`src/hw/fcps_cfg.svh`:
```
// Purpose: Constants for the command parameter and first status byte block
// Assumes: Included by bare name; definitions only
// Notes: Field positions of the first result status byte, codes, reset values, timing
`ifndef FCPS_CFG_SVH
`define FCPS_CFG_SVH

// First result status byte field positions
`define FCPS_ST0_IC_HI 7
`define FCPS_ST0_IC_LO 6
`define FCPS_ST0_SE 5
`define FCPS_ST0_EC 4
`define FCPS_ST0_ZERO 3
`define FCPS_ST0_HEAD 2
`define FCPS_ST0_DS_HI 1
`define FCPS_ST0_DS_LO 0

// Termination codes
`define FCPS_IC_NORMAL 2'h0
`define FCPS_IC_ABNORMAL 2'h1
`define FCPS_IC_INVALID 2'h2
`define FCPS_IC_POLL 2'h3

// Step counts and step interval span
`define FCPS_RECAL_STEPS 8'h50
`define FCPS_SRT_SPAN 5'h10

// Timing: clock period and step interval unit of 0.5 ms
`define FCPS_CLK_PERIOD_NS 4
`define FCPS_STEP_UNIT_US 500
`define FCPS_STEP_UNIT_CYC (`FCPS_STEP_UNIT_US * 1000 / `FCPS_CLK_PERIOD_NS)

// Reset values of the configuration
`define FCPS_RST_PRECOMP_START_TRACK 8'h00
`define FCPS_RST_SRT 4'h0
`define FCPS_RST_RATE 2'h0
`define FCPS_RST_PRECOMP 3'h0

`endif

```
`src/hw/fcps_pkg.sv`:
```
// Purpose: Types for the command parameter and first status byte block
// Assumes: Constants live in fcps_cfg.svh
// Notes: Operations, one-hot states and parameter carriers
package fcps_pkg;

  typedef enum logic [3:0] {
    FCPS_OP_SEEK = 4'h0,
    FCPS_OP_RECAL = 4'h1,
    FCPS_OP_REL_SEEK = 4'h2,
    FCPS_OP_READ = 4'h3,
    FCPS_OP_READ_DEL = 4'h4,
    FCPS_OP_WRITE = 4'h5,
    FCPS_OP_FORMAT = 4'h6,
    FCPS_OP_VERIFY = 4'h7,
    FCPS_OP_SENSE = 4'h8,
    FCPS_OP_INVALID = 4'hF
  } fcps_op_t;

  typedef enum logic [3:0] {
    FCPS_ST_IDLE = 4'h1,
    FCPS_ST_STEP = 4'h2,
    FCPS_ST_XFER = 4'h4,
    FCPS_ST_RES = 4'h8
  } fcps_state_t;

  typedef struct packed {
    logic [3:0] precomp_bypass_select;
    logic polling_disable;
    logic oscillator_off;
    logic [7:0] precomp_start_track;
    logic [3:0] step_interval;
    logic write_window_timing;
    logic [2:0] precomp_delay_value;
    logic [1:0] data_rate;
  } fcps_cfg_t;

  typedef struct packed {
    fcps_op_t op;
    logic [1:0] drive_slot_bits;
    logic head;
    logic [7:0] cylinder;
    logic [7:0] relative_track_offset;
    logic dir_in;
    logic [7:0] sector_addr;
    logic [7:0] sector_total;
    logic deleted_mark_bypass;
    logic enable_count;
    logic implied_seek;
  } fcps_cmd_t;

endpackage

```
`src/hw/fcps_stepper.sv`:
```
// Purpose: Step pulse generator with fixed spacing between pulses
// Assumes: Interval is latched at start; halt is synchronous to clk
// Notes: First pulse two cycles after start, then one pulse per interval
`timescale 1ns/10ps
module fcps_stepper (
  input wire logic clk,
  input wire logic rst,
  input wire logic ce,
  input wire logic start,
  input wire logic [7:0] count,
  input wire logic [23:0] interval,
  input wire logic halt,
  output logic step_q,
  output logic done_q,
  output logic busy_q,
  output logic [7:0] left_q
);

  logic [23:0] iv_q;
  logic [23:0] tmr_q;
  logic [23:0] gap_q;
  logic seen_q;

  // Pulse train: halt ends early, timer spaces the pulses
  always_ff @(posedge clk) begin
    if (rst) begin
      step_q <= 1'b0;
      done_q <= 1'b0;
      busy_q <= 1'b0;
      left_q <= 8'h00;
      iv_q <= 24'h000000;
      tmr_q <= 24'h000000;
    end else if (ce) begin
      step_q <= 1'b0;
      done_q <= 1'b0;
      if (start) begin
        busy_q <= 1'b1;
        left_q <= count;
        tmr_q <= 24'h000000;
        iv_q <= interval;
      end else if (busy_q) begin
        if (halt) begin
          busy_q <= 1'b0;
          done_q <= 1'b1;
        end else if (tmr_q == 24'h000000) begin
          if (left_q == 8'h00) begin
            busy_q <= 1'b0;
            done_q <= 1'b1;
          end else begin
            step_q <= 1'b1;
            left_q <= left_q - 8'h01;
            tmr_q <= iv_q - 24'h000001;
          end
        end else begin
          tmr_q <= tmr_q - 24'h000001;
        end
      end
    end
  end

  // Cycles since the last pulse, for the spacing check
  always_ff @(posedge clk) begin
    if (rst) begin
      gap_q <= 24'h000000;
      seen_q <= 1'b0;
    end else if (ce) begin
      gap_q <= step_q ? 24'h000000 : gap_q + 24'h000001;
      seen_q <= start ? 1'b0 : (seen_q | step_q);
    end
  end

  step_spacing_a: assert property (@(posedge clk) disable iff (rst)
    ce && step_q && seen_q |-> gap_q == iv_q - 24'h000001)
    else $error("step pulses not spaced by the step interval");

  step_after_start_a: assert property (@(posedge clk) disable iff (rst)
    ce && start && count != 8'h00 && !halt ##1 ce && !halt |=> step_q)
    else $error("first step pulse missing after start");

endmodule

```
`src/hw/fcps_top.sv`:
```
// Purpose: Command parameter interpreter and first result status byte builder
// Assumes: All inputs synchronous to clk; host takes results with res_rd
// Notes: Seeks report through the sense command; transfers report directly
//
// Summary of operation
// - Drive with bypass bit set gets no precompensation; else programmed delay.
// - Polling disable set suspends drive polling; clear keeps it running.
// - Oscillator-off parameter set stops the internal oscillator.
// - Precompensation starts at the programmed start track, 00 to FFh.
// - Step interval spaces step pulses, 0.5 ms to 8 ms at 1 Mbit.
// - Read data with bypass flag skips sectors with deleted marks.
// - Read deleted with bypass takes only deleted sectors; flag clear reads all.
// - Sector address names the first sector; later sectors follow it.
// - Sector total bounds format, and verify when enable-count is set.
// - Relative seek moves by the offset from the present cylinder.
// - Sense command returns the head's current cylinder position.
// - Write window timing moves write strobe earlier for pre-erase.
// - Status is captured per command and read only as result bytes.
// - Bits 7 and 6 give one of four termination outcomes.
// - Bit 5 set when seek, recalibrate or implied seek completes.
// - Bit 4 set on recalibrate without track zero or outward overrun.
// - Bit 3 always reads zero.
// - Bit 2 reports the current head address.
// - Bits 1 and 0 report the selected drive.
`timescale 1ns/10ps
`include "fcps_cfg.svh"
module fcps_top #(
  parameter int STEP_UNIT_CYC = `FCPS_STEP_UNIT_CYC
) (
  input wire logic clk,
  input wire logic rst,
  input wire logic ce,
  input wire logic cfg_wr,
  input wire fcps_pkg::fcps_cfg_t cfg_i,
  input wire logic cmd_go,
  input wire fcps_pkg::fcps_cmd_t cmd_i,
  input wire logic res_rd,
  input wire logic track0,
  input wire logic sec_seen,
  input wire logic sec_deleted,
  input wire logic term_count,
  input wire logic ready_change,
  input wire logic [1:0] ready_drive,
  output logic step_pulse,
  output logic step_dir_q,
  output logic [2:0] precomp_q,
  output logic poll_active_q,
  output logic osc_run_q,
  output logic wr_strobe_q,
  output logic sector_take_q,
  output logic [7:0] cur_sector_q,
  output logic res_valid_q,
  output logic [7:0] result_status_zero_q,
  output logic [7:0] present_cylinder_value_q,
  output logic busy_q
);

  // Assemble the first result status byte
  function automatic logic [7:0] fcps_st0(input logic [1:0] ic, input logic se,
                                          input logic ec, input logic hd,
                                          input logic [1:0] ds);
    logic [7:0] r;
    r = 8'h00;
    r[`FCPS_ST0_IC_HI:`FCPS_ST0_IC_LO] = ic;
    r[`FCPS_ST0_SE] = se;
    r[`FCPS_ST0_EC] = ec;
    r[`FCPS_ST0_ZERO] = 1'b0;
    r[`FCPS_ST0_HEAD] = hd;
    r[`FCPS_ST0_DS_HI:`FCPS_ST0_DS_LO] = ds;
    fcps_st0 = r;
  endfunction

  // Operations that move data after any positioning
  function automatic logic fcps_is_xfer(input fcps_pkg::fcps_op_t op);
    fcps_is_xfer = (op == fcps_pkg::FCPS_OP_READ) || (op == fcps_pkg::FCPS_OP_READ_DEL) ||
                   (op == fcps_pkg::FCPS_OP_WRITE);
  endfunction

  // Step interval scale per data rate code
  function automatic logic [2:0] fcps_rate_mul(input logic [1:0] rate);
    case (rate)
      2'h3: fcps_rate_mul = 3'h1;
      2'h0: fcps_rate_mul = 3'h2;
      2'h1: fcps_rate_mul = 3'h3;
      default: fcps_rate_mul = 3'h4;
    endcase
  endfunction

  fcps_pkg::fcps_cfg_t cfg_q;
  fcps_pkg::fcps_cmd_t cmd_q;
  fcps_pkg::fcps_state_t state_q;
  fcps_pkg::fcps_state_t state_d;
  logic [7:0] pcn_q [4];
  logic pend_q;
  logic [7:0] pend_st0_q;
  logic se_q;
  logic [7:0] cnt_q;
  logic step_start_q;
  logic [7:0] step_cnt_q;
  logic step_done;
  logic [7:0] step_left;

  // Command decode and positioning arithmetic
  wire go_w = cmd_go && (state_q == fcps_pkg::FCPS_ST_IDLE);
  wire fcps_pkg::fcps_op_t op_i_w = cmd_i.op;
  wire fcps_pkg::fcps_op_t op_q_w = cmd_q.op;
  wire [1:0] drv_w = cmd_q.drive_slot_bits;
  wire [7:0] pcn_cur_w = pcn_q[drv_w];
  wire [7:0] pcn_in_w = pcn_q[cmd_i.drive_slot_bits];
  wire abs_in_w = cmd_i.cylinder > pcn_in_w;
  wire [7:0] abs_cnt_w = abs_in_w ? cmd_i.cylinder - pcn_in_w : pcn_in_w - cmd_i.cylinder;
  wire is_recal_w = op_i_w == fcps_pkg::FCPS_OP_RECAL;
  wire is_rel_w = op_i_w == fcps_pkg::FCPS_OP_REL_SEEK;
  wire [7:0] seek_cnt_w = is_recal_w ? `FCPS_RECAL_STEPS :
                          is_rel_w ? cmd_i.relative_track_offset : abs_cnt_w;
  wire seek_dir_w = is_recal_w ? 1'b0 : is_rel_w ? cmd_i.dir_in : abs_in_w;
  wire seek_op_w = is_recal_w || is_rel_w || (op_i_w == fcps_pkg::FCPS_OP_SEEK);
  wire go_step_w = go_w && (seek_op_w || (fcps_is_xfer(op_i_w) && cmd_i.implied_seek));

  // Stepper control; halting on track zero only when moving outward
  wire q_recal_w = op_q_w == fcps_pkg::FCPS_OP_RECAL;
  wire q_rel_w = op_q_w == fcps_pkg::FCPS_OP_REL_SEEK;
  wire halt_w = track0 && !step_dir_q && (q_recal_w || q_rel_w);
  wire seek_end_w = (state_q == fcps_pkg::FCPS_ST_STEP) && step_done;
  wire seek_ec_w = (q_recal_w && !track0) || (q_rel_w && step_left != 8'h00);
  wire [4:0] srt_span_w = `FCPS_SRT_SPAN - {1'b0, cfg_q.step_interval};
  wire [23:0] step_iv_w = 24'(STEP_UNIT_CYC) * 24'(srt_span_w) *
                          24'(fcps_rate_mul(cfg_q.data_rate));

  // Sector handling during transfers
  wire xfer_w = state_q == fcps_pkg::FCPS_ST_XFER;
  wire skip_w = cmd_q.deleted_mark_bypass &&
                (((op_q_w == fcps_pkg::FCPS_OP_READ) && sec_deleted) ||
                 ((op_q_w == fcps_pkg::FCPS_OP_READ_DEL) && !sec_deleted));
  wire take_w = xfer_w && sec_seen && !skip_w;
  wire count_lim_w = (op_q_w == fcps_pkg::FCPS_OP_FORMAT) ||
                     ((op_q_w == fcps_pkg::FCPS_OP_VERIFY) && cmd_q.enable_count);
  wire count_end_w = take_w && count_lim_w && (cnt_q + 8'h01 == cmd_q.sector_total);
  wire xfer_end_w = xfer_w && (term_count || count_end_w);
  wire xfer_entry_w = (state_d == fcps_pkg::FCPS_ST_XFER) && !xfer_w;
  wire fcps_pkg::fcps_cmd_t cmd_src_w = (state_q == fcps_pkg::FCPS_ST_IDLE) ? cmd_i : cmd_q;

  // Result and pending status sources
  wire sense_w = go_w && (op_i_w == fcps_pkg::FCPS_OP_SENSE);
  wire sense_hit_w = sense_w && pend_q;
  wire [7:0] go_st0_w = sense_hit_w ? pend_st0_q :
                        fcps_st0(`FCPS_IC_INVALID, 1'b0, 1'b0, 1'b0, 2'h0);
  wire [7:0] xfer_st0_w = fcps_st0(`FCPS_IC_NORMAL, se_q, 1'b0, cmd_q.head, drv_w);
  wire [7:0] seek_st0_w = fcps_st0(seek_ec_w ? `FCPS_IC_ABNORMAL : `FCPS_IC_NORMAL,
                                   1'b1, seek_ec_w, cmd_q.head, drv_w);
  wire poll_evt_w = (state_q == fcps_pkg::FCPS_ST_IDLE) && poll_active_q && ready_change;

  fcps_stepper u_step (
    .clk(clk),
    .rst(rst),
    .ce(ce),
    .start(step_start_q),
    .count(step_cnt_q),
    .interval(step_iv_w),
    .halt(halt_w),
    .step_q(step_pulse),
    .done_q(step_done),
    .busy_q(),
    .left_q(step_left)
  );

  // Next state
  always_comb begin
    state_d = state_q;
    case (state_q)
      fcps_pkg::FCPS_ST_IDLE: begin
        if (go_w) begin
          if (go_step_w) begin
            state_d = fcps_pkg::FCPS_ST_STEP;
          end else if (fcps_is_xfer(op_i_w) || op_i_w == fcps_pkg::FCPS_OP_FORMAT ||
                       op_i_w == fcps_pkg::FCPS_OP_VERIFY) begin
            state_d = fcps_pkg::FCPS_ST_XFER;
          end else begin
            state_d = fcps_pkg::FCPS_ST_RES;
          end
        end
      end
      fcps_pkg::FCPS_ST_STEP: begin
        if (step_done) begin
          state_d = fcps_is_xfer(op_q_w) ? fcps_pkg::FCPS_ST_XFER : fcps_pkg::FCPS_ST_IDLE;
        end
      end
      fcps_pkg::FCPS_ST_XFER: begin
        if (xfer_end_w) begin
          state_d = fcps_pkg::FCPS_ST_RES;
        end
      end
      fcps_pkg::FCPS_ST_RES: begin
        if (res_rd) begin
          state_d = fcps_pkg::FCPS_ST_IDLE;
        end
      end
      default: state_d = fcps_pkg::FCPS_ST_IDLE;
    endcase
  end

  // State, configuration and command capture
  always_ff @(posedge clk) begin
    if (rst) begin
      state_q <= fcps_pkg::FCPS_ST_IDLE;
      cfg_q <= {4'h0, 1'b0, 1'b0, `FCPS_RST_PRECOMP_START_TRACK, `FCPS_RST_SRT, 1'b0,
                `FCPS_RST_PRECOMP, `FCPS_RST_RATE};
      cmd_q <= '0;
      busy_q <= 1'b0;
    end else if (ce) begin
      state_q <= state_d;
      busy_q <= state_d != fcps_pkg::FCPS_ST_IDLE;
      if (cfg_wr) begin
        cfg_q <= cfg_i;
      end
      if (go_w) begin
        cmd_q <= cmd_i;
      end
    end
  end

  // Positioning: start the stepper and track each head
  always_ff @(posedge clk) begin
    if (rst) begin
      step_start_q <= 1'b0;
      step_cnt_q <= 8'h00;
      step_dir_q <= 1'b0;
      for (int i = 0; i < 4; i++) begin
        pcn_q[i] <= 8'h00;
      end
    end else if (ce) begin
      step_start_q <= go_step_w;
      if (go_step_w) begin
        step_cnt_q <= seek_cnt_w;
        step_dir_q <= seek_dir_w;
      end
      if (step_pulse) begin
        pcn_q[drv_w] <= step_dir_q ? pcn_cur_w + 8'h01 : pcn_cur_w - 8'h01;
      end else if (seek_end_w && halt_w) begin
        pcn_q[drv_w] <= 8'h00;
      end
    end
  end

  // Pending seek or polling status, the set wins over the sense clear
  always_ff @(posedge clk) begin
    if (rst) begin
      pend_q <= 1'b0;
      pend_st0_q <= 8'h00;
    end else if (ce) begin
      if (sense_w) begin
        pend_q <= 1'b0;
      end
      if (seek_end_w && !fcps_is_xfer(op_q_w)) begin
        pend_q <= 1'b1;
        pend_st0_q <= seek_st0_w;
      end
      if (poll_evt_w) begin
        pend_q <= 1'b1;
        pend_st0_q <= fcps_st0(`FCPS_IC_POLL, 1'b0, 1'b0, 1'b0, ready_drive);
      end
    end
  end

  // Sector sequencing and write strobe
  always_ff @(posedge clk) begin
    if (rst) begin
      cur_sector_q <= 8'h00;
      cnt_q <= 8'h00;
      se_q <= 1'b0;
      sector_take_q <= 1'b0;
      wr_strobe_q <= 1'b0;
    end else if (ce) begin
      sector_take_q <= take_w;
      if (xfer_entry_w) begin
        cur_sector_q <= cmd_src_w.sector_addr;
        cnt_q <= 8'h00;
        se_q <= state_q == fcps_pkg::FCPS_ST_STEP;
        wr_strobe_q <= cfg_q.write_window_timing &&
                       (cmd_src_w.op == fcps_pkg::FCPS_OP_WRITE);
      end else if (xfer_w && state_d != fcps_pkg::FCPS_ST_XFER) begin
        wr_strobe_q <= 1'b0;
      end else if (xfer_w && sec_seen) begin
        cur_sector_q <= cur_sector_q + 8'h01;
        if (take_w) begin
          cnt_q <= cnt_q + 8'h01;
          wr_strobe_q <= wr_strobe_q || (op_q_w == fcps_pkg::FCPS_OP_WRITE);
        end
      end
    end
  end

  // Result phase bytes
  always_ff @(posedge clk) begin
    if (rst) begin
      res_valid_q <= 1'b0;
      result_status_zero_q <= 8'h00;
      present_cylinder_value_q <= 8'h00;
    end else if (ce) begin
      res_valid_q <= state_d == fcps_pkg::FCPS_ST_RES;
      if (go_w && !go_step_w && state_d == fcps_pkg::FCPS_ST_RES) begin
        result_status_zero_q <= go_st0_w;
        present_cylinder_value_q <= sense_hit_w ? pcn_q[pend_st0_q[1:0]] : pcn_in_w;
      end else if (xfer_end_w) begin
        result_status_zero_q <= xfer_st0_w;
        present_cylinder_value_q <= pcn_cur_w;
      end
    end
  end

  // Precompensation, polling and oscillator controls
  always_ff @(posedge clk) begin
    if (rst) begin
      precomp_q <= 3'h0;
      poll_active_q <= 1'b1;
      osc_run_q <= 1'b1;
    end else if (ce) begin
      precomp_q <= (cfg_q.precomp_bypass_select[drv_w] ||
                    pcn_cur_w < cfg_q.precomp_start_track) ? 3'h0 :
                   cfg_q.precomp_delay_value;
      poll_active_q <= !cfg_q.polling_disable;
      osc_run_q <= !cfg_q.oscillator_off;
    end
  end

  bit3_zero_a: assert property (@(posedge clk) disable iff (rst)
    result_status_zero_q[`FCPS_ST0_ZERO] == 1'b0)
    else $error("status bit 3 not zero");

  precomp_bypass_a: assert property (@(posedge clk) disable iff (rst)
    ce && cfg_q.precomp_bypass_select[drv_w] |=> precomp_q == 3'h0)
    else $error("precompensation applied to bypassed drive");

  precomp_track_a: assert property (@(posedge clk) disable iff (rst)
    ce && !cfg_q.precomp_bypass_select[drv_w] && pcn_cur_w >= cfg_q.precomp_start_track
    |=> precomp_q == $past(cfg_q.precomp_delay_value))
    else $error("precompensation missing at or after start track");

  poll_stop_a: assert property (@(posedge clk) disable iff (rst)
    ce && cfg_wr && cfg_i.polling_disable ##1 ce |=> !poll_active_q)
    else $error("polling not suspended");

  osc_stop_a: assert property (@(posedge clk) disable iff (rst)
    ce && cfg_wr && cfg_i.oscillator_off ##1 ce |=> !osc_run_q)
    else $error("oscillator not stopped");

  skip_deleted_a: assert property (@(posedge clk) disable iff (rst)
    ce && xfer_w && sec_seen && sec_deleted && cmd_q.deleted_mark_bypass &&
    op_q_w == fcps_pkg::FCPS_OP_READ |=> !sector_take_q)
    else $error("deleted sector taken while skipping");

  only_deleted_a: assert property (@(posedge clk) disable iff (rst)
    ce && xfer_w && sec_seen && (sec_deleted || !cmd_q.deleted_mark_bypass) &&
    op_q_w == fcps_pkg::FCPS_OP_READ_DEL |=> sector_take_q)
    else $error("qualifying sector not taken");

  seek_end_a: assert property (@(posedge clk) disable iff (rst)
    ce && seek_end_w && !fcps_is_xfer(op_q_w) |=> pend_q && pend_st0_q[`FCPS_ST0_SE])
    else $error("seek end not reported");

  recal_fail_a: assert property (@(posedge clk) disable iff (rst)
    ce && seek_end_w && q_recal_w && !track0 |=>
    pend_st0_q[`FCPS_ST0_EC] && pend_st0_q[7:6] == `FCPS_IC_ABNORMAL)
    else $error("recalibrate failure not flagged");

  invalid_code_a: assert property (@(posedge clk) disable iff (rst)
    ce && go_w && op_i_w == fcps_pkg::FCPS_OP_INVALID |=>
    res_valid_q && result_status_zero_q[7:6] == `FCPS_IC_INVALID)
    else $error("invalid command code wrong");

  sense_cyl_a: assert property (@(posedge clk) disable iff (rst)
    ce && sense_hit_w |=> present_cylinder_value_q == $past(pcn_q[pend_st0_q[1:0]]))
    else $error("sense cylinder differs from head position");

  drive_head_a: assert property (@(posedge clk) disable iff (rst)
    ce && xfer_end_w |=> result_status_zero_q[2:0] == {$past(cmd_q.head), $past(drv_w)})
    else $error("head or drive field wrong");

endmodule

```
`config.mk`:
```
export PLATFORM = sky130hd
export DESIGN_NAME = fcps_top
export DESIGN_NICKNAME = d
export VERILOG_FILES = /design/src/hw/fcps_pkg.sv /design/src/hw/fcps_stepper.sv /design/src/hw/fcps_top.sv
export VERILOG_INCLUDE_DIRS = /design/src /design/src/hw
export SDC_FILE = /design/constraint.sdc
export NUM_CORES = 1
export LEC_CHECK = 0
export BUFFER_PORTS_ARGS = -buffer_cell sky130_fd_sc_hd__buf_2
export CAP_MARGIN = 20
export CELL_PAD_IN_SITES_DETAIL_PLACEMENT = 0
export CELL_PAD_IN_SITES_GLOBAL_PLACEMENT = 1
export CORE_AREA = 2 2 182 202
export DETAILED_ROUTE_END_ITERATION = 8
export DIE_AREA = 0 0 184 204
export PLACE_DENSITY = 0.81
export SLEW_MARGIN = 25
export SYNTH_ARGS = -nofsm -noshare
export SYNTH_HDL_FRONTEND = slang
export SYNTH_HIERARCHICAL = 1
export SYNTH_SLANG_ARGS = --single-unit
export TNS_END_PERCENT = 1
```
`constraint.sdc`:
```
create_clock -name clk -period 10.6 [get_ports clk]
set_input_delay 1.59 -clock clk [delete_from_list [all_inputs] [get_ports clk]]
set_output_delay 1.59 -clock clk [all_outputs]
set_load 0.005 [all_outputs]
```
* Word-level counts from Yosys, hierarchy flattened
Memories as Yosys holds them, arrays and structs flattened. A register that Yosys moved wholly into a read port is not among the register bits.
Cells that the tools add are included.
** Word-level totals
- Bits in registers :: 188
- Bits in writable memories :: 32
- Input port bits :: 80
- Output and inout bits :: 35
- Logic and storage cells :: 257
- Memories :: 1
** Memories
- pcn_q :: depth 4, width 8, read ports 3, clocked after memory_dff 2, write ports 4, line fcps_top.sv:93 : logic [7:0] pcn_q [4];
** Cells by class
- Add/sub/neg operators :: 10
- Multipliers :: 2
- Order comparisons :: 3
- Equal/unequal tests :: 31
- Mux-type cells :: 85
- Bitwise operators :: 1
- Reduce and logical (&&, ||, !) cells :: 81
** Operator list (count)
- $mux 8 :: 26
- $mux 24 :: 5
- $sub 24x1->24 const B :: 2
- $eq 4x3->1 const B :: 11
- $mux 43 :: 1
- $mux 1 :: 37
- $logic_and 1x1->1 :: 28
- $add 8x1->8 const B :: 3
- $logic_not 24->1 :: 1
- $mux 4 :: 6
- $mul 19x3->21 :: 1
- $eq 4x2->1 const B :: 5
- $mul 14x5->19 const A :: 1
- $logic_or 1x1->1 :: 16
- $pmux 4 s4 :: 1
- $reduce_and 2->1 :: 8
- $sub 8x1->8 const B :: 2
- $sub 8x8->8 :: 2
- $eq 4x1->1 const B :: 3
- $eq 4x4->1 const B :: 3
- $reduce_bool 2->1 :: 6
- $mux 2 :: 5
- $logic_not 1->1 :: 9
- $pmux 3 s3 :: 1
- 23 further kinds :: 30

* Depth between registers and ports, before layout
- Depth in word-level cells :: 16
- Mapped depth :: 26
- Depth with buffers taken out :: 25

* Cells and area by module
The synthesis kept the hierarchy.
** Modules (own cells, without submodules)
- fcps_top :: instances 1, cells an instance 1254, area an instance 10670.2 um^2, seq. area each 3283.1 um^2
- fcps_stepper :: instances 1, cells an instance 443, area an instance 3344.5 um^2, seq. area each 1181.1 um^2

* Worst setup path after synthesis
Ideal clock, no wire load.
- Path kind :: register to register
- Start point :: reg cfg_q[6] (netlist name)
- End point :: reg u_step.iv_q[23]
- Setup time :: 70 ps
- Arrival :: 5671 ps
- Required time :: 10530 ps
- Slack :: 4859 ps
- Cell stages (with the launch flop) :: 25
- Buffers on the path :: 0
- Period minus slack after synthesis :: 5741 ps
- Path through :: dfxtp_1 -> inv_1 -> ha_1 -> xnor2_1 -> ha_1 -> ha_1 -> fa_1 -> ha_1 -> o21ai_0 -> nand2b_1 -> a21o_1 -> a21oi_1 -> xnor2_1 -> and2_1 -> fa_1 -> ha_1 -> or2_2 -> o311ai_0 -> nand2_1 -> a21o_1 -> a31oi_1 -> o21ai_0 -> xnor2_1 -> nand2_1 -> a21oi_1
** Between the ends
- Cells in the longest elaborated chain, start to end :: 3
** Ends and longest elaborated chain
- start: declaration :: line fcps_top.sv:89 : fcps_pkg::fcps_cfg_t cfg_q;
- start signal: assignment :: line fcps_top.sv:206 : cfg_q <= {4'h0, 1'b0, 1'b0, `FCPS_RST_PRECOMP_START_TRACK, `FCPS_RST_SRT, 1'b0,
- start signal: assignment :: line fcps_top.sv:214 : cfg_q <= cfg_i;
- $sub 5x4->5 (no source line)
- $mul 14x5->19 :: line fcps_top.sv:127 : wire [23:0] step_iv_w = 24'(STEP_UNIT_CYC) * 24'(srt_span_w) *
- $mul 19x3->21 :: line fcps_top.sv:127
- via step_iv_w[23] :: line fcps_top.sv:127
- end signal: assignment :: line fcps_stepper.sv:40 : iv_q <= interval;
- end: declaration :: line fcps_stepper.sv:19 : logic [23:0] iv_q;
The timed path passes the listed nets, and every way through them passes these cells.
A chain may end at the register's enable or synchronous reset.

* Final worst setup path
Same ends and word-level chain as after synthesis.

==> flow_summary.json <==
{
  "core_um2": 35600,
  "crit_type": "flip-flop to flip-flop",
  "rows": 73,
  "synth.avg_cell_area_um2": 8.26,
  "cts_buffers": 24,
  "hold_class": "flip-flop to flip-flop",
  "nNetsFinal": 1941,
  "tightestPinTransition_ns": 1.06,
  "num_antenna_cells": 0,
  "yosys_warnings": 6,
  "slowest_delay_ns": 0.66,
  "finalCriticalPeriod_ns": 6.53,
  "drive_above_1_share_pct": 13.2,
  "hold_violations": 0,
  "switchingPower_w": 0.000726,
  "antenna_found_initial": 1,
  "final_max_slew_viol_count": 0,
  "io_buffers": 113,
  "synth_area_leaders": "dfxtp_1, ha_1, nand2_1",
  "numClockSinks": 207,
  "cts_tree": "done",
  "cts_setup_buffers": 0,
  "first_global_vias": 11900,
  "syn_inst": 1697,
  "fillers": 3508,
  "synth_edf_count": 32,
  "finalSetupTns_ns": 0,
  "syn_area_um2": 14000,
  "yosysSeqAreaShare_pct": 31.9,
  "overflow": 0,
  "via_per_inst": 5.52,
  "multiInputGateArea_um2": 8800,
  "area_delta_synth_final_pct": 11.9,
  "critPathMaxFanout": 11,
  "fp.dieH_um": 204,
  "fmax_ghz": 0.153,
  "max_slew_margin_pct": 28.7,
  "max-cap-violations": 0,
  "postSynth.asyncResetShare_pct": 0,
  "yosys.area.top_type": "dfxtp_1",
  "final_cell_mix": "nand2_1, dfxtp_1, a21oi_1",
  "ctsResizeCount": 0,
  "clkPwrFrac_pct": 37.4,
  "crit_arrival_ns": 6.99,
  "start_kind": "flip-flop",
  "drc": 0,
  "path_cells": "inv_1 -> ha_1 -> xnor2_1 -> ha_1 -> ha_1 -> fa_1 -> ha_1 -> o21ai_0 -> nand2b_1 -> a21o_1 -> a21oi_1 -> xnor2_1 -> and2_1 -> fa_1 -> ha_1 -> or2_2 -> o311ai_0 -> nand2_1 -> a21o_1 -> a31oi_1 -> o21ai_0 -> xnor2_1 -> nand2_1 -> a21oi_1",
  "place_area_um2": 14800,
  "synth_top_area_share_pct": 25.0,
  "grt_start_max_net_pins": 95,
  "timing.critical_path.mode_cell": "ha_1",
  "p_int_w": 0.00159,
  "wl_per_cell_um": 17.0,
  "die-area_um2": 37500,
  "htreeDepth": 1,
  "clock_latency_ns": 0.54,
  "antenna_left": 0,
  "dp.cells": 2179,
  "yosys_register_bits": 207,
  "root_buffer": "clkbuf_16",
  "grt_util_all_layers_pct": 20.2,
  "grt_pass1_wl_um": 61100,
  "place.gp.congestion": 0.860,
  "cp_slowest_cell": "xnor2_1",
  "drtIter0Drc": 815,
  "drt-total-wl_um": 37800,
  "start_util_pct": 39.3,
  "register_area_um2": 4460,
  "status": "complete, no violations",
  "cts-hold-fix-buffers": 0,
  "min_period_over_period_pct": 61.6,
  "fin_area_um2": 15700,
  "vdd_drop_max_mv": 0.106,
  "chipWidth_um": 184,
  "setup_viol": 0,
  "finalNonFillerCells": 2224,
  "fin_skew_ns": 0.0198,
  "cp.required_ns": 11.05,
  "switching_share_pct": 31.3,
  "dpl.hpwl_um": 28100,
  "num_vias": 12300,
  "cts_buffer_depth": 3,
  "rsz0062_at_grt": "no",
  "power_leakage_nw": 6.43,
  "powerDensity_nw_per_um2": 148,
  "layout_commonest_cell": "nand2_1",
  "synth_top_flop_cell": "dfxtp_1",
  "drt-pass1-iter-count": 5,
  "end_kind": "flip-flop",
  "combPwrFrac_pct": 26.3,
  "clkTransAtPathRegs_ns": 0.06,
  "ios": 115,
  "p_seq_share_pct": 36.3,
  "yosys.cell_types.count": 92
}
## per-stage QoR
stage          setup slack (ns)  hold WS [ns]  power (W)  util (%)
2_1_floorplan              4.86         0.431    0.00132         -
3_3_place_gp               4.25         0.436    0.00146      41.6
3_5_place_dp               4.08         0.440    0.00147      41.6
4_1_cts                    4.05         0.454    0.00234      43.9
5_1_grt                    3.58         0.469    0.00245      44.0
6_report                   4.07         0.449    0.00232      44.0
## flip-flops by register name, summed over array words and instances (netlist names), 2 cells and up, named ones only
signal                    cells
cfg_q                        24
cmd_q                        19
cnt_q                         8
cur_sector_q                  8
drv_w                         2
op_q_w                        4
pcn_q                        32
pend_st0_q                    7
precomp_q                     3
present_cylinder_value_q      8
result_status_zero_q          7
state_q                       4
step_cnt_q                    8
u_step/iv_q                  24
u_step/left_q                 8
u_step/tmr_q                 24
## worst max-delay path, delay by kind of cell, from the launching register on
| family | cells | cell delay (ns) |
|---|---|---|
| flops | 1 | 0.62 |
| buf+inv | 1 | 0.19 |
| xor+xnor | 3 | 1.00 |
| fa+ha+maj | 7 | 2.52 |
| simple gates | 5 | 0.76 |
| compound gates | 8 | 1.37 |
## path summary, 6_finish.rpt
kind         depth (start not counted)              end  slack [ns]   startpoint
max reg2reg                         24  u_step/iv_q[23]        4.07     cfg_q[6]
min reg2reg                          1      res_valid_q        0.45  res_valid_q
max                                 24  u_step/iv_q[23]        4.07     cfg_q[6]
min                                  1      res_valid_q        0.45  res_valid_q
## power groups by stage
stage          Clock (W)  Combinational [W]  Sequential [W]
6_report        0.000869           0.000610        0.000842
5_1_grt         0.000918           0.000689        0.000845
4_1_cts         0.000886           0.000612        0.000842
3_5_place_dp           0           0.000606        0.000859
3_3_place_gp           0           0.000600        0.000858
2_1_floorplan          0           0.000475        0.000847
## per-layer routing
| layer | part of all wire, % | vias up | track usage (%) |
|---|---|---|---|
| met4 | 2.7 | 2 | 6.40 |
| met2 | 48 | 327 | 35.0 |
| met3 | 5.6 | 78 | 3.31 |
| met5 | 0.029 | - | 0 |
| met1 | 44 | 5778 | 25.5 |
| li1 | - | 6097 | - |
## layout make-up
class                   instances  share of cell area (%)
flip-flops and latches        207                    28.5
multi-input cells            1302                    56.2
well taps                     450                    3.59
inverters                     100                    2.39
clock inverters                16                    1.05
repair buffers                121                    4.13
clock buffers                  28                    4.19
## cells by family (layout without fill, tap and decap cells)
kind of cell | Yosys count | count (layout) | synth area share [%]
XOR/XNOR | 61 | 61 | 3.81
other | 1 | 4 | 0.0268
AND/OR/NAND/NOR | 659 | 659 | 23.0
adder cells (fa/ha/maj) | 106 | 106 | 10.8
flip-flops | 207 | 207 | 31.9
buffers and inverters | 191 | 265 | 5.50
AO/OA/AOI/OAI | 403 | 403 | 17.8
multiplexers | 69 | 69 | 7.25
## cell usage after synthesis, types with 16 or more instances
cell      instances
a31oi_1          17
nor2b_1          20
mux4_2           25
nand2_1         264
nand2b_1         41
a21oi_1         168
nor2_1          144
edfxtp_1         32
xnor2_1          47
ha_1             80
o21ai_0          78
nor3_1           35
a22oi_1          16
mux2i_1          34
and2_1           18
fa_1             25
or3_1            17
clkbuf_1         69
nand3_1          30
inv_1           100
dfxtp_1         175
(Power assumes the default switching activity.)
